<file path="src/verilog/dim_pkg.sv">
// Shared constants, register map and carrier types of the dimming engine.
// Assumes a single 10 MHz clock and a synchronous active-low reset.
`default_nettype none
package dim_pkg;
  // Clock and sampling grid
  localparam int CLK_HZ = 10_000_000;
  localparam int SAMPLE_NS = 10_000;
  localparam int TICK_CYCLES = SAMPLE_NS / (1_000_000_000 / CLK_HZ);
  localparam int TICK_W = 8;
  // Detection and fallback timer times, converted to sample ticks
  localparam int FULL_ON_NS = 40_000_000;
  localparam int FULL_OFF_NS = 2_000_000;
  localparam int FALLBACK_HZ = 500;
  localparam int CNT_W = 13;
  localparam logic [CNT_W-1:0] FULL_ON_TICKS = CNT_W'(FULL_ON_NS / SAMPLE_NS);
  localparam logic [CNT_W-1:0] FULL_OFF_TICKS =
    CNT_W'(FULL_OFF_NS / SAMPLE_NS);
  localparam logic [CNT_W-1:0] FALLBACK_TICKS =
    CNT_W'(1_000_000_000 / (FALLBACK_HZ * SAMPLE_NS));
  localparam logic [CNT_W-1:0] CNT_MAX = {CNT_W{1'b1}};
  // Duty factor arithmetic
  localparam logic [7:0] DUTY_FULL_CODE = 8'hff;
  localparam logic [8:0] DRF_UNITY = 9'h100;
  localparam int DRF_SHIFT = 8;
  // Register byte offsets
  localparam logic [7:0] OFF_CTRL = 8'h00;
  localparam logic [7:0] OFF_DUTY0 = 8'h04;
  localparam logic [7:0] OFF_DUTY1 = 8'h08;
  localparam logic [7:0] OFF_PEAK = 8'h0c;
  localparam logic [7:0] OFF_STATE = 8'h10;
  localparam logic [7:0] OFF_IRQ_STAT = 8'h14;
  localparam logic [7:0] OFF_IRQ_MASK = 8'h18;
  // Field positions
  localparam int CTRL_DFF_LSB = 0;
  localparam int CTRL_DERATE_DIS = 4;
  localparam int PEAK1_LSB = 8;
  localparam int IRQ_W = 4;
  localparam int IRQ_OCP0 = 0;
  localparam int IRQ_OCP1 = 1;
  localparam int IRQ_THERM = 2;
  localparam int IRQ_FULLON = 3;
  // Reset values
  localparam logic [1:0] DFF_RESET = 2'h0;
  localparam logic [6:0] PEAK_RESET = 7'h00;
  localparam logic [IRQ_W-1:0] MASK_RESET = 4'h0;
  // Bus answers
  localparam logic [1:0] RESP_OKAY = 2'h0;
  localparam logic [1:0] RESP_SLVERR = 2'h2;

  // One measured input period, in sample ticks
  typedef struct packed {
    logic valid;
    logic full_on;
    logic full_off;
    logic [CNT_W-1:0] period;
    logic [CNT_W-1:0] high;
  } dim_meas_type;
endpackage : dim_pkg
`default_nettype wire

</file>
<file path="src/verilog/dim_input_sampler.sv">
// Samples one dimming input on the 10 us grid and measures its period.
// Assumes the input is synchronous to aclk and tick is a one-cycle pulse.
`timescale 1ns/10ps
`default_nettype none
module dim_input_sampler
  import dim_pkg::*;
(
  input wire logic aclk, // System clock
  input wire logic aresetn, // Synchronous reset, active low
  input wire logic tick, // 10 us sample strobe
  input wire logic dimming_input, // Dimming PWM input
  output dim_meas_type meas // Latest measurement
);
  logic prev;
  logic seen_rise;
  logic was_full_on;
  logic [CNT_W-1:0] since_rise;
  logic [CNT_W-1:0] high_cnt;
  logic [CNT_W-1:0] run;
  wire rise = tick & dimming_input & ~prev;
  wire edge_seen = tick & (dimming_input ^ prev);
  wire [CNT_W-1:0] run_inc = (run == CNT_MAX) ? run : run + 1'b1;
  wire long_high = dimming_input & (run > FULL_ON_TICKS);
  wire long_low = ~dimming_input & ((was_full_on & (run >= FULL_OFF_TICKS))
                  | (run > FULL_ON_TICKS));

  // Rise-to-rise period and high time; a period is only reported after two
  // rises so a half-seen period never reaches the output
  always_ff @(posedge aclk) begin
    if (!aresetn) begin
      prev <= 1'b0;
      seen_rise <= 1'b0;
      since_rise <= '0;
      high_cnt <= '0;
      run <= '0;
      meas <= '0;
    end else if (tick) begin
      prev <= dimming_input;
      run <= edge_seen ? CNT_W'(1) : run_inc;
      if (rise) begin
        seen_rise <= 1'b1;
        since_rise <= CNT_W'(1);
        high_cnt <= CNT_W'(1);
        meas.valid <= seen_rise;
        meas.period <= since_rise;
        meas.high <= high_cnt;
      end else begin
        since_rise <= (since_rise == CNT_MAX) ? since_rise : since_rise + 1'b1;
        high_cnt <= high_cnt + CNT_W'(dimming_input & (high_cnt != CNT_MAX));
      end
      meas.full_on <= long_high;
      meas.full_off <= long_low;
    end
  end

  // Remembers a full-on spell so the quick 0% detection can apply
  always_ff @(posedge aclk) begin
    if (!aresetn) begin
      was_full_on <= 1'b0;
    end else if (tick) begin
      if (long_high) begin
        was_full_on <= 1'b1;
      end else if (rise) begin
        was_full_on <= 1'b0;
      end
    end
  end
endmodule // dim_input_sampler
`default_nettype wire

</file>
<file path="src/verilog/dim_pwm_rebuilder.sv">
// Rebuilds one buck switch enable waveform on the 10 us grid.
// Assumes period and on time are in ticks; both are taken at period ends.
`timescale 1ns/10ps
`default_nettype none
module dim_pwm_rebuilder
  import dim_pkg::*;
(
  input wire logic aclk, // System clock
  input wire logic aresetn, // Synchronous reset, active low
  input wire logic tick, // 10 us sample strobe
  input wire logic [CNT_W-1:0] period, // Wanted output period
  input wire logic [CNT_W-1:0] on_time, // Wanted on time
  input wire logic kill, // Overcurrent, ends this pulse
  output logic enable // Buck switch enable
);
  logic [CNT_W-1:0] cnt;
  logic [CNT_W-1:0] cur_period;
  logic [CNT_W-1:0] cur_on;
  logic killed;
  wire wrap = (cnt + 1'b1) >= cur_period;
  wire [CNT_W-1:0] next_cnt = wrap ? '0 : cnt + 1'b1;

  // New settings load only at a period boundary so no pulse is cut short
  always_ff @(posedge aclk) begin
    if (!aresetn) begin
      cnt <= '0;
      cur_period <= '0;
      cur_on <= '0;
      killed <= 1'b0;
    end else begin
      if (tick) begin
        cnt <= next_cnt;
        if (wrap) begin
          cur_period <= period;
          cur_on <= on_time;
          killed <= 1'b0;
        end
      end
      if (kill) begin
        killed <= 1'b1;
      end
    end
  end

  // Registered output; held low in reset
  always_ff @(posedge aclk) begin
    if (!aresetn) begin
      enable <= 1'b0;
    end else begin
      enable <= (cnt < cur_on) & ~killed & ~kill;
    end
  end
endmodule // dim_pwm_rebuilder
`default_nettype wire

</file>
<file path="src/verilog/led_pwm_dimming_engine.sv">
// Two-channel PWM dimming engine with AXI4-Lite registers and interrupt.
// Assumes all inputs are synchronous to aclk; the thermal warning, battery
// derating factor and overcurrent comparators come from analog monitors.
//
// Function
// - Each channel samples its dimming input and rebuilds a buck switch enable.
// - Output frequency equals input frequency times the frequency multiplier.
// - Output duty equals input duty times channel duty factor times derating.
// - Derating is set automatically and applied to both channels together.
// - Per-channel duty factor 0-100%, default at start, writable at runtime.
// - Duty factor is (255 minus code) over 255.
// - A new input frequency yields valid output within four input periods.
// - A duty-only change yields valid output within two input periods.
// - Full-on is seen only after input stays high over 40 ms.
// - Full-on input with scaling below unity dims from 500 Hz times multiplier.
// - Duty code 255 keeps the string off always.
// - Input sampling and output rebuild both use a 10 us step.
// - Each channel holds a 7-bit peak code; threshold is min plus step times code.
// - Each buck also trips on a fixed overcurrent, whatever the peak code.
// - Thermal warning scales output duty to 75% until the warning clears.
//
// Decided for this implementation: register access over AXI4-Lite and the register offsets.
`timescale 1ns/10ps
`default_nettype none
module led_pwm_dimming_engine
  import dim_pkg::*;
#(
  parameter logic [7:0] DUTY0_DEFAULT = 8'h00, // Start-up duty code, ch 0
  parameter logic [7:0] DUTY1_DEFAULT = 8'h00, // Start-up duty code, ch 1
  parameter int THR_W = 12, // Peak threshold width
  parameter logic [THR_W-1:0] THR_MIN = 12'h020, // Threshold at code 0
  parameter logic [THR_W-1:0] THR_STEP = 12'h004 // Threshold per code step
)(
  input wire logic aclk, // System clock, 10 MHz
  input wire logic aresetn, // Synchronous reset, active low
  input wire logic [7:0] s_axi_awaddr, // Write address
  input wire logic s_axi_awvalid, // Write address valid
  output logic s_axi_awready, // Write address ready
  input wire logic [31:0] s_axi_wdata, // Write data
  input wire logic [3:0] s_axi_wstrb, // Write byte strobes
  input wire logic s_axi_wvalid, // Write data valid
  output logic s_axi_wready, // Write data ready
  output logic [1:0] s_axi_bresp, // Write response
  output logic s_axi_bvalid, // Write response valid
  input wire logic s_axi_bready, // Write response ready
  input wire logic [7:0] s_axi_araddr, // Read address
  input wire logic s_axi_arvalid, // Read address valid
  output logic s_axi_arready, // Read address ready
  output logic [31:0] s_axi_rdata, // Read data
  output logic [1:0] s_axi_rresp, // Read response
  output logic s_axi_rvalid, // Read data valid
  input wire logic s_axi_rready, // Read data ready
  input wire logic [1:0] dimming_input, // Dimming PWM inputs
  input wire logic thermal_warning, // On-chip thermal warning
  input wire logic [8:0] battery_derate, // Battery derating, 256 = none
  input wire logic [1:0] overcurrent, // Fixed-threshold overcurrent trips
  output logic [1:0] buck_switch_enable, // Buck switch enables
  output logic [THR_W-1:0] peak_threshold0, // Peak comparator set point 0
  output logic [THR_W-1:0] peak_threshold1, // Peak comparator set point 1
  output logic irq // Interrupt, active high level
);
  // Sample grid strobe
  logic [TICK_W-1:0] tick_cnt;
  logic tick;

  // Software state
  logic [1:0] dim_freq_multiplier;
  logic derate_dis;
  logic [7:0] dim_duty_factor [2];
  logic [6:0] peak_code [2];
  logic [IRQ_W-1:0] irq_stat;
  logic [IRQ_W-1:0] irq_mask;
  logic [8:0] shared_derating_factor;
  logic thermal_d;
  logic [1:0] full_on_d;

  // Per-channel data path
  dim_meas_type meas [2];
  logic [CNT_W-1:0] src_period [2];
  logic [CNT_W-1:0] src_high [2];
  logic [CNT_W-1:0] out_period [2];
  logic [CNT_W-1:0] out_on [2];
  logic [1:0] enable;

  // The 10 us strobe paces both the samplers and the rebuilders
  always_ff @(posedge aclk) begin
    if (!aresetn) begin
      tick_cnt <= '0;
      tick <= 1'b0;
    end else begin
      tick <= (tick_cnt == TICK_W'(TICK_CYCLES - 1));
      tick_cnt <= (tick_cnt == TICK_W'(TICK_CYCLES - 1)) ? '0 :
                  tick_cnt + 1'b1;
    end
  end

  // Derating: battery factor unless disabled, then 3/4 in thermal warning.
  // Registered once and shared so both channels change in the same cycle.
  wire [8:0] base_drf = derate_dis ? DRF_UNITY : battery_derate;
  wire [10:0] base_x3 = {2'h0, base_drf} + {1'b0, base_drf, 1'b0};
  wire [8:0] next_drf = thermal_warning ? base_x3[10:2] : base_drf;

  always_ff @(posedge aclk) begin
    if (!aresetn) begin
      shared_derating_factor <= DRF_UNITY;
    end else begin
      shared_derating_factor <= next_drf;
    end
  end

  wire scaling = (shared_derating_factor < DRF_UNITY);

  // Two identical channels
  genvar ch;
  generate
    for (ch = 0; ch < 2; ch++) begin : g_ch
      wire [7:0] keep = DUTY_FULL_CODE - dim_duty_factor[ch];
      wire [CNT_W-1:0] per_sh = src_period[ch] >> dim_freq_multiplier;
      wire [CNT_W-1:0] hi_sh = src_high[ch] >> dim_freq_multiplier;
      wire [20:0] prod = hi_sh * keep;
      // x/255 taken as (x + x/256 + 1)/256, exact to one tick
      wire [20:0] div255 = (prod + (prod >> 8) + 21'h1) >> 8;
      wire [29:0] dprod = div255 * shared_derating_factor;
      wire [29:0] on_scaled = dprod >> DRF_SHIFT;
      wire fallback = meas[ch].full_on & ((keep != DUTY_FULL_CODE) | scaling);

      dim_input_sampler u_sampler (
        .aclk(aclk),
        .aresetn(aresetn),
        .tick(tick),
        .dimming_input(dimming_input[ch]),
        .meas(meas[ch])
      );

      // Source period: measured input, the 500 Hz fallback timer, or off
      always_comb begin
        if (meas[ch].full_on) begin
          src_period[ch] = FALLBACK_TICKS;
          src_high[ch] = fallback ? FALLBACK_TICKS : CNT_MAX;
        end else if (meas[ch].full_off || !meas[ch].valid) begin
          src_period[ch] = FALLBACK_TICKS;
          src_high[ch] = '0;
        end else begin
          src_period[ch] = meas[ch].period;
          src_high[ch] = meas[ch].high;
        end
      end

      // Divide period by the multiplier; a zero result would stall
      assign out_period[ch] = (per_sh == '0) ? CNT_W'(1) : per_sh;
      // A code of 255 gives keep zero, so the product is zero
      assign out_on[ch] = (keep == '0) ? '0 : on_scaled[CNT_W-1:0];

      dim_pwm_rebuilder u_rebuild (
        .aclk(aclk),
        .aresetn(aresetn),
        .tick(tick),
        .period(out_period[ch]),
        .on_time(out_on[ch]),
        .kill(overcurrent[ch]),
        .enable(enable[ch])
      );
    end
  endgenerate

  // Enables and thresholds leave through flip-flops
  always_ff @(posedge aclk) begin
    if (!aresetn) begin
      buck_switch_enable <= '0;
      peak_threshold0 <= THR_MIN;
      peak_threshold1 <= THR_MIN;
    end else begin
      buck_switch_enable <= enable;
      peak_threshold0 <= THR_MIN + THR_W'(THR_STEP * peak_code[0]);
      peak_threshold1 <= THR_MIN + THR_W'(THR_STEP * peak_code[1]);
    end
  end

  // AXI4-Lite write: address and data are taken together in one cycle,
  // which keeps the decode simple at the cost of one idle cycle per write
  wire wr_go = s_axi_awvalid & s_axi_wvalid & ~s_axi_awready &
               ~s_axi_bvalid;
  wire [7:0] wa = s_axi_awaddr;
  wire wa_ok = (wa == OFF_CTRL) | (wa == OFF_DUTY0) | (wa == OFF_DUTY1) |
               (wa == OFF_PEAK) | (wa == OFF_STATE) | (wa == OFF_IRQ_STAT) |
               (wa == OFF_IRQ_MASK);
  wire b0 = wr_go & s_axi_wstrb[0];
  wire b1 = wr_go & s_axi_wstrb[1];
  wire wr_ctrl = b0 & (wa == OFF_CTRL);
  wire wr_duty0 = b0 & (wa == OFF_DUTY0);
  wire wr_duty1 = b0 & (wa == OFF_DUTY1);
  wire wr_peak0 = b0 & (wa == OFF_PEAK);
  wire wr_peak1 = b1 & (wa == OFF_PEAK);
  wire wr_istat = b0 & (wa == OFF_IRQ_STAT);
  wire wr_imask = b0 & (wa == OFF_IRQ_MASK);

  always_ff @(posedge aclk) begin
    if (!aresetn) begin
      s_axi_awready <= 1'b0;
      s_axi_wready <= 1'b0;
      s_axi_bvalid <= 1'b0;
      s_axi_bresp <= RESP_OKAY;
    end else begin
      s_axi_awready <= wr_go;
      s_axi_wready <= wr_go;
      if (wr_go) begin
        s_axi_bvalid <= 1'b1;
        s_axi_bresp <= wa_ok ? RESP_OKAY : RESP_SLVERR;
      end else if (s_axi_bready) begin
        s_axi_bvalid <= 1'b0;
      end
    end
  end

  // Control registers; duty defaults stand in for the stored start values
  always_ff @(posedge aclk) begin
    if (!aresetn) begin
      dim_freq_multiplier <= DFF_RESET;
      derate_dis <= 1'b0;
      dim_duty_factor[0] <= DUTY0_DEFAULT;
      dim_duty_factor[1] <= DUTY1_DEFAULT;
      peak_code[0] <= PEAK_RESET;
      peak_code[1] <= PEAK_RESET;
      irq_mask <= MASK_RESET;
    end else begin
      if (wr_ctrl) begin
        dim_freq_multiplier <= s_axi_wdata[CTRL_DFF_LSB +: 2];
        derate_dis <= s_axi_wdata[CTRL_DERATE_DIS];
      end
      if (wr_duty0) begin
        dim_duty_factor[0] <= s_axi_wdata[7:0];
      end
      if (wr_duty1) begin
        dim_duty_factor[1] <= s_axi_wdata[7:0];
      end
      if (wr_peak0) begin
        peak_code[0] <= s_axi_wdata[6:0];
      end
      if (wr_peak1) begin
        peak_code[1] <= s_axi_wdata[PEAK1_LSB +: 7];
      end
      if (wr_imask) begin
        irq_mask <= s_axi_wdata[IRQ_W-1:0];
      end
    end
  end

  // Sticky events: overcurrent trips, thermal warning onset, full-on entry.
  // A new event in the cycle of its clear wins over the clear.
  wire [1:0] full_on_now = {meas[1].full_on, meas[0].full_on};
  wire [IRQ_W-1:0] events = {
    |(full_on_now & ~full_on_d),
    thermal_warning & ~thermal_d,
    overcurrent[1],
    overcurrent[0]
  };
  wire [IRQ_W-1:0] clr = wr_istat ? s_axi_wdata[IRQ_W-1:0] : '0;

  always_ff @(posedge aclk) begin
    if (!aresetn) begin
      irq_stat <= '0;
      thermal_d <= 1'b0;
      full_on_d <= '0;
      irq <= 1'b0;
    end else begin
      thermal_d <= thermal_warning;
      full_on_d <= full_on_now;
      irq_stat <= (irq_stat & ~clr) | events;
      irq <= |(irq_stat & irq_mask);
    end
  end

  // AXI4-Lite read: the address is taken and the data returned in the same cycle
  wire rd_go = s_axi_arvalid & ~s_axi_arready & ~s_axi_rvalid;
  wire [7:0] ra = s_axi_araddr;
  wire [31:0] state_word = {24'h0, 2'h0,
    meas[1].full_off, meas[1].full_on, meas[0].full_off, meas[0].full_on,
    buck_switch_enable};
  wire rd_ok = (ra == OFF_CTRL) | (ra == OFF_DUTY0) | (ra == OFF_DUTY1) |
               (ra == OFF_PEAK) | (ra == OFF_STATE) | (ra == OFF_IRQ_STAT) |
               (ra == OFF_IRQ_MASK);
  logic [31:0] rd_word;

  always_comb begin
    case (ra)
      OFF_CTRL: rd_word = 32'(dim_freq_multiplier) |
                          32'({derate_dis, 4'h0});
      OFF_DUTY0: rd_word = 32'(dim_duty_factor[0]);
      OFF_DUTY1: rd_word = 32'(dim_duty_factor[1]);
      OFF_PEAK: rd_word = {17'h0, peak_code[1], 1'b0, peak_code[0]};
      OFF_STATE: rd_word = state_word;
      OFF_IRQ_STAT: rd_word = 32'(irq_stat);
      OFF_IRQ_MASK: rd_word = 32'(irq_mask);
      default: rd_word = 32'h0;
    endcase
  end

  always_ff @(posedge aclk) begin
    if (!aresetn) begin
      s_axi_arready <= 1'b0;
      s_axi_rvalid <= 1'b0;
      s_axi_rdata <= 32'h0;
      s_axi_rresp <= RESP_OKAY;
    end else begin
      s_axi_arready <= rd_go;
      if (rd_go) begin
        s_axi_rvalid <= 1'b1;
        s_axi_rdata <= rd_word;
        s_axi_rresp <= rd_ok ? RESP_OKAY : RESP_SLVERR;
      end else if (s_axi_rready) begin
        s_axi_rvalid <= 1'b0;
      end
    end
  end
endmodule // led_pwm_dimming_engine
`default_nettype wire

</file>
<file path="config.mk">
export PLATFORM = sky130hd
export DESIGN_NAME = led_pwm_dimming_engine
export DESIGN_NICKNAME = d
export VERILOG_FILES = /design/src/verilog/dim_pkg.sv /design/src/verilog/dim_input_sampler.sv /design/src/verilog/dim_pwm_rebuilder.sv /design/src/verilog/led_pwm_dimming_engine.sv
export SDC_FILE = /design/constraint.sdc
export NUM_CORES = 2
export LEC_CHECK = 0
export ABC_AREA = 1
export BUFFER_PORTS_ARGS = -buffer_cell sky130_fd_sc_hd__buf_2
export CAP_MARGIN = 20
export CORE_MARGIN = 5
export CORE_UTILIZATION = 55
export CTS_BUF_LIST = sky130_fd_sc_hd__clkbuf_4
export DETAILED_ROUTE_END_ITERATION = 6
export GPL_TIMING_DRIVEN = 0
export PLACE_DENSITY = 0.84
export SYNTH_ARGS = -nofsm -noshare
export SYNTH_HDL_FRONTEND = slang
export SYNTH_SLANG_ARGS = --single-unit
</file>
<file path="constraint.sdc">
create_clock -name aclk -period 9.9 [get_ports aclk]
set_input_delay 0.99 -clock aclk [delete_from_list [all_inputs] [get_ports aclk]]
set_output_delay 0.99 -clock aclk [all_outputs]
set_load 0.02 [all_outputs]
</file>
; ---- Word-level counts from Yosys, hierarchy flattened
; Memories as Yosys holds them, arrays and structs flattened.
; Index checks and enable logic that the tools add are counted.
[word_totals]
n_memories = 2
regBits = 323
wordCells = 288
inputBits = 73
output_inout_bits = 68
mem_bits_rw = 30
[mem_list]
columns = name, words, width, rd, rd_clocked_by_memory_dff, wr, line_no
row1 = dim_duty_factor, 2, 8, 2, 0, 2, led_pwm_dimming_engine.sv:69  ; logic [7:0] dim_duty_factor [2];
row2 = peak_code, 2, 7, 2, 0, 2, led_pwm_dimming_engine.sv:70  ; logic [6:0] peak_code [2];
[classes]
n_eq_ne = 25
n_reduce_logical = 33
n_mul = 4
n_shift = 4
n_addsub = 18
n_bitwise = 78
muxes = 63
order_cmp = 9
[op_table]
columns = op, count
row1 = 13-bit 2-to-1 mux, 26
row2 = 15-bit one-hot mux with 7 select lines, 1
row3 = 13-bit by 1-bit adder with 13-bit output (second input constant), 6
row4 = 13-bit == test (second input constant), 4
row5 = 13-bit by 2-bit >> shifter with 13-bit output, 4
row6 = 8-bit by 5-bit == test with 1-bit output (second input constant), 6
row7 = 21-bit by 1-bit adder with 21-bit output (second input constant), 2
row8 = 21-bit by 13-bit adder with 21-bit output, 2
row9 = 13-bit by 8-bit multiplier with 21-bit output, 2
row10 = 13-bit by 9-bit multiplier with 21-bit output, 2
row11 = 1-bit bitwise AND, 35
row12 = 8-bit by 4-bit == test with 1-bit output (second input constant), 4
row13 = 8-bit logical NOT, 4
row14 = 1-bit 2-to-1 mux, 27
row15 = 13-bit adder, 2
row16 = 13-bit >= comparator, 2
row17 = 13-bit by 8-bit >= comparator with 1-bit output (second input constant), 2
row18 = 13-bit by 12-bit greater-than comparator with 1-bit output (second input constant), 2
row19 = 13-bit logical NOT, 2
row20 = 13-bit < comparator, 2
row21 = 13-bit != test (second input constant), 2
row22 = 2-bit AND reduction, 12
row23 = 6-bit by 9-bit adder with 10-bit output (first input constant), 2
row24 = 1-bit OR, 20
row25 = other kinds (26), 61

; ---- Logic depth before layout (Yosys ltp)
; An unclocked memory read counts as a cell.
[logic_depth]
depth_word = 13
depth_mapped = 69
depth_no_buf = 68

; ---- By module
; From an unflattened synthesis, not the netlist that was laid out.
[unflattened]
hier_cells = 4884
area_unflattened_um2 = 33946.3
[modules_own_cells]
columns = mod, instances, cells_each, seq_area_each_um2, area_each_um2
row1 = led_pwm_dimming_engine, 1, 3114, 2342.2, 21647.0
row2 = dim_input_sampler, 2, 493, 1421.4, 3403.3
row3 = dim_pwm_rebuilder, 2, 392, 820.8, 2746.4

; ---- Worst setup path after synthesis
; No wires, ideal clock.
[synth_timing]
path_type = register to register
start = mem dim_duty_factor[0][2]
end = reg g_ch[0].u_rebuild.cur_on[11]
n_path_buf = 1
stages_incl_launch_ff = 63
arrival_ps = 10477
required_ps = 9830
setup_ps = 70
slack_ps = -648
synth_period_minus_slack_ps = 10548
path_cell_list = edfxtp_1 -> inv_1 -> clkbuf_1 -> nand2_1 -> nor4_1 -> nand2_1 -> inv_1 -> a21oi_1 -> nand2_1 -> o21ai_0 -> o21ai_0 -> inv_1 -> nor2_1 -> fa_1 -> fa_1 -> fa_1 -> inv_1 -> fa_1 -> (+27 left out) -> inv_1 -> fa_1 -> fa_1 -> inv_1 -> fa_1 -> inv_1 -> ha_1 -> nand2_1 -> nor2_1 -> nand4_1 -> o21ai_2 -> nand2_1 -> nand2_2 -> nand2_1 -> nand2_1 -> xor2_1 -> nand2_1 -> a21oi_1
[synth_lines]
columns = item, line_no
row1 = "start, declared", led_pwm_dimming_engine.sv:69
row2 = "end signal, assigned", dim_pwm_rebuilder.sv:35  ; cur_on <= on_time;
row3 = "end, declared", dim_pwm_rebuilder.sv:18  ; logic [CNT_W-1:0] cur_on;

==> impl_metrics.tcl <==
set metrics [dict create \
    status "finished, violations left" \
    gp_congestion 0.995 \
    initial_core_util_pct 55.7 \
    powerDensity_nw_per_um2 70.1 \
    clock-root-buffer "clkbuf_4" \
    grt_max_degree 14 \
    max_stage_delay_ns 0.58 \
    fin_cells 5608 \
    use_met3_pct 5.34 \
    met1_usage_pct 36.6 \
    cts_tree "yes" \
    yosys_warnings 0 \
    cp.required_ns 10.57 \
    ys.flop_type "dfxtp_1" \
    cts_made_buffers 80 \
    rr_endpoint "g_ch[1].u_rebuild.cur_on[11]" \
    grt_overflow 0 \
    slew_viol_final 0 \
    hold_path_end "buck_switch_enable[0]" \
    die_h_um 249 \
    synth.top_cells.by_area "dfxtp_1, fa_1, inv_1" \
    slowest_stage "fa_1" \
    via_per_inst 5.91 \
    finalCriticalPeriod_ns 11.35 \
    crit_top_cell "fa_1" \
    critPathKind "reg -> reg" \
    hold_violations 0 \
    layout_setup_ws_ns -1.45 \
    ant_nets 0 \
    async_flop_share_pct 0 \
    synth_edf_count 30 \
    worstHoldPathType "reg -> reg" \
    failed_checks "design-rule violations, negative setup slack" \
    io_buffers 94 \
    crit_path_end_kind "flop" \
    post-route-period-util_pct 115 \
    min_path_cells 2 \
    synth_top_area_share_pct 18.8 \
    io_pins 141 \
    dp.cells 5252 \
    cp_max_fo 5 \
    grt_pass1_vias 31200 \
    start_kind "flop" \
    clock-sinks 326 \
    setup_viol 26 \
    grt_use_met2_pct 49.8 \
    fin_skew_ns 0.0793 \
    cp.arrival_ns 12.02 \
    tightest_slew_ns 1.15 \
    antenna_found_initial 3 \
    dr.pass1.iters 7 \
    max_cap_viol_count 0 \
    htree_levels 3 \
    synth_area_um2 31500 \
    grt_setup_unrepaired "yes" \
    final_net_count 5386 \
    area_growth_syn_to_layout_pct 23.5 \
    place_ws_ns -2.29 \
    clkLatencyLatePin_ns 0.78 \
    die_w_um 249 \
    clk_pin_slew_ns 0.08 \
    netlist_instances 4376 \
    fp-row-count 87 \
    dp_hpwl_um 70200 \
    synth_seq_area_share_pct 21.7 \
    cts_hold_buf 0 \
    grt_pass1_wl_um 155000 \
    ir_drop_uv 106 \
    reg2reg_depth 62 \
    fill_cells 3993 \
    clock.fmax_mhz 88.1 \
    synth_cell_types 69 \
    final_cell_mix "inv_1, nand2_1, nor2_1" \
    r2r-start "dim_duty_factor[0][12]" \
    clock_path_buffers 3 \
    yosysTopAreaCell "dfxtp_1" \
    p_total_w 0.00272 \
    grt_usage_pct 29.8 \
    die_area_um2 62100 \
    core_um2 56500 \
    ys_ff_latch 326 \
    min_from "g_ch[0].u_rebuild.enable" \
    r2r_slack_ns -1.45 \
    slew_headroom_pct 23.5 \
    place_area_um2 33500 \
    via_count 33200 \
    synth.avg_cell_area_um2 7.19 \
    busiest_layer "met2" \
    power_leakage_nw 18.7 \
    routedWlPerCell_um 19.4 \
    postLayoutCoreUtil_pct 68.8 \
    design_area_um2 38900 \
    route.detailed.drc 13 \
    final_common_cell "inv_1" \
    dr.first_iter.drc_count 3649 \
    drive_above_1_share_pct 23.8 \
    wirelength_um 109000 \
]
==> kinds of logic after synthesis <==
group / share of synthesized area, %
AO/OA/AOI/OAI: 12.5
XOR/XNOR: 2.30
adder cells (fa/ha/maj): 27.9
buffers and inverters: 12.3
flip-flops: 21.7
multiplexers: 0.0636
other: 0.0119
AND/OR/NAND/NOR: 23.3
==> cell usage after synthesis (10+ instances only) <==
master	instances
a211oi_1	17
nand4_1	35
inv_2	19
buf_1	10
nor2_1	566
xor2_1	47
nand2_2	33
nand2_1	808
buf_2	10
inv_1	831
o21ai_0	241
ha_1	246
nor3_1	64
fa_1	285
dfxtp_1	296
o22ai_1	29
xnor2_1	25
o21bai_1	11
buf_4	28
a31oi_1	21
a21oi_1	298
nor4_1	16
nand3_1	136
nor2_2	22
clkbuf_1	92
or2_2	11
edfxtp_1	30
a22oi_1	10
==> per-layer routing <==
metal / up-vias / part of all wire [%]
met2: 2381 / 46
met4: 0 / 8.3
met3: 832 / 10
met1: 15400 / 35
met5: - / 0
li1: 14600 / -
==> critical path, delay by kind of cell, from the launching register on <==
family                   cells  cell delay, ns
XOR/XNOR                     2            0.35
AO/OA/AOI/OAI               14            2.24
flip-flops                   1            0.43
AND/OR/NAND/NOR             25            2.65
buffers and inverters       10            0.73
adder cells (fa/ha/maj)     11            4.79
==> report_power, final <==
part           internal, W  switching [W]  leakage, nW  total, W
Sequential         0.00135      0.0000188         2.71   0.00137
Clock             0.000551       0.000580        0.600   0.00113
Combinational    0.0000611       0.000168         15.4  0.000229
==> state kept, by name, indices dropped and copies added, names as in the netlist, 15 cells and up <==
register	cells
g_ch.u_rebuild.cur_on	26
dim_duty_factor	16
g_ch.u_sampler.since_rise	26
g_ch.u_sampler.high_cnt	26
g_ch.u_rebuild.cur_period	26
g_ch.u_sampler.meas	58
g_ch.u_sampler.run	26
s_axi_rdata	15
g_ch.u_rebuild.cnt	26
==> what timing repair did <==
action | in CTS | in global routing
gates resized for setup | 455 | 304
pin swaps | 252 | 189
setup endpoints to repair | 26 | 26
buffers inserted | 151 | 57
==> metrics by stage <==
| step | setup TNS, ns | hold WS [ns] |
|---|---|---|
| 3_3_place_gp | -40.89 | 0.416 |
| 4_1_cts | -9.02 | 0.364 |
| 5_1_grt | -37.36 | 0.400 |
| 2_1_floorplan | -0.0131 | 0.390 |
| 6_report | -29.82 | 0.383 |
| 3_5_place_dp | -44.44 | 0.420 |
==> layout make-up <==
class                           count  area [um2]  area share, %
Sequential cell                   326        6830           17.6
Tap cell                          756         946           2.43
Clock inverter                     36         193          0.495
Antenna cell                        6        15.0         0.0386
Clock buffer                      110         826           2.12
Timing Repair Buffer              299        2180           5.61
Multi-Input combinational cell   3078       23800           61.3
Buffer                            139         762           1.96
Inverter                          858        3290           8.46
==> worst max path at each step <==
stage	from	end	slack, ns
after global placement	shared_derating_factor[8]	g_ch[1].u_rebuild.cur_on[9]	-2.18
after floorplan	dim_duty_factor[0][3]	g_ch[0].u_rebuild.cur_on[11]	-0.01
after CTS	dim_duty_factor[0][11]	g_ch[1].u_rebuild.cur_on[11]	-0.70
after detailed placement	shared_derating_factor[8]	g_ch[1].u_rebuild.cur_on[9]	-2.29
after global routing	dim_duty_factor[0][2]	g_ch[0].u_rebuild.cur_on[11]	-1.75
final	dim_duty_factor[0][12]	g_ch[1].u_rebuild.cur_on[11]	-1.45
Power figures use the tool's default switching activity.
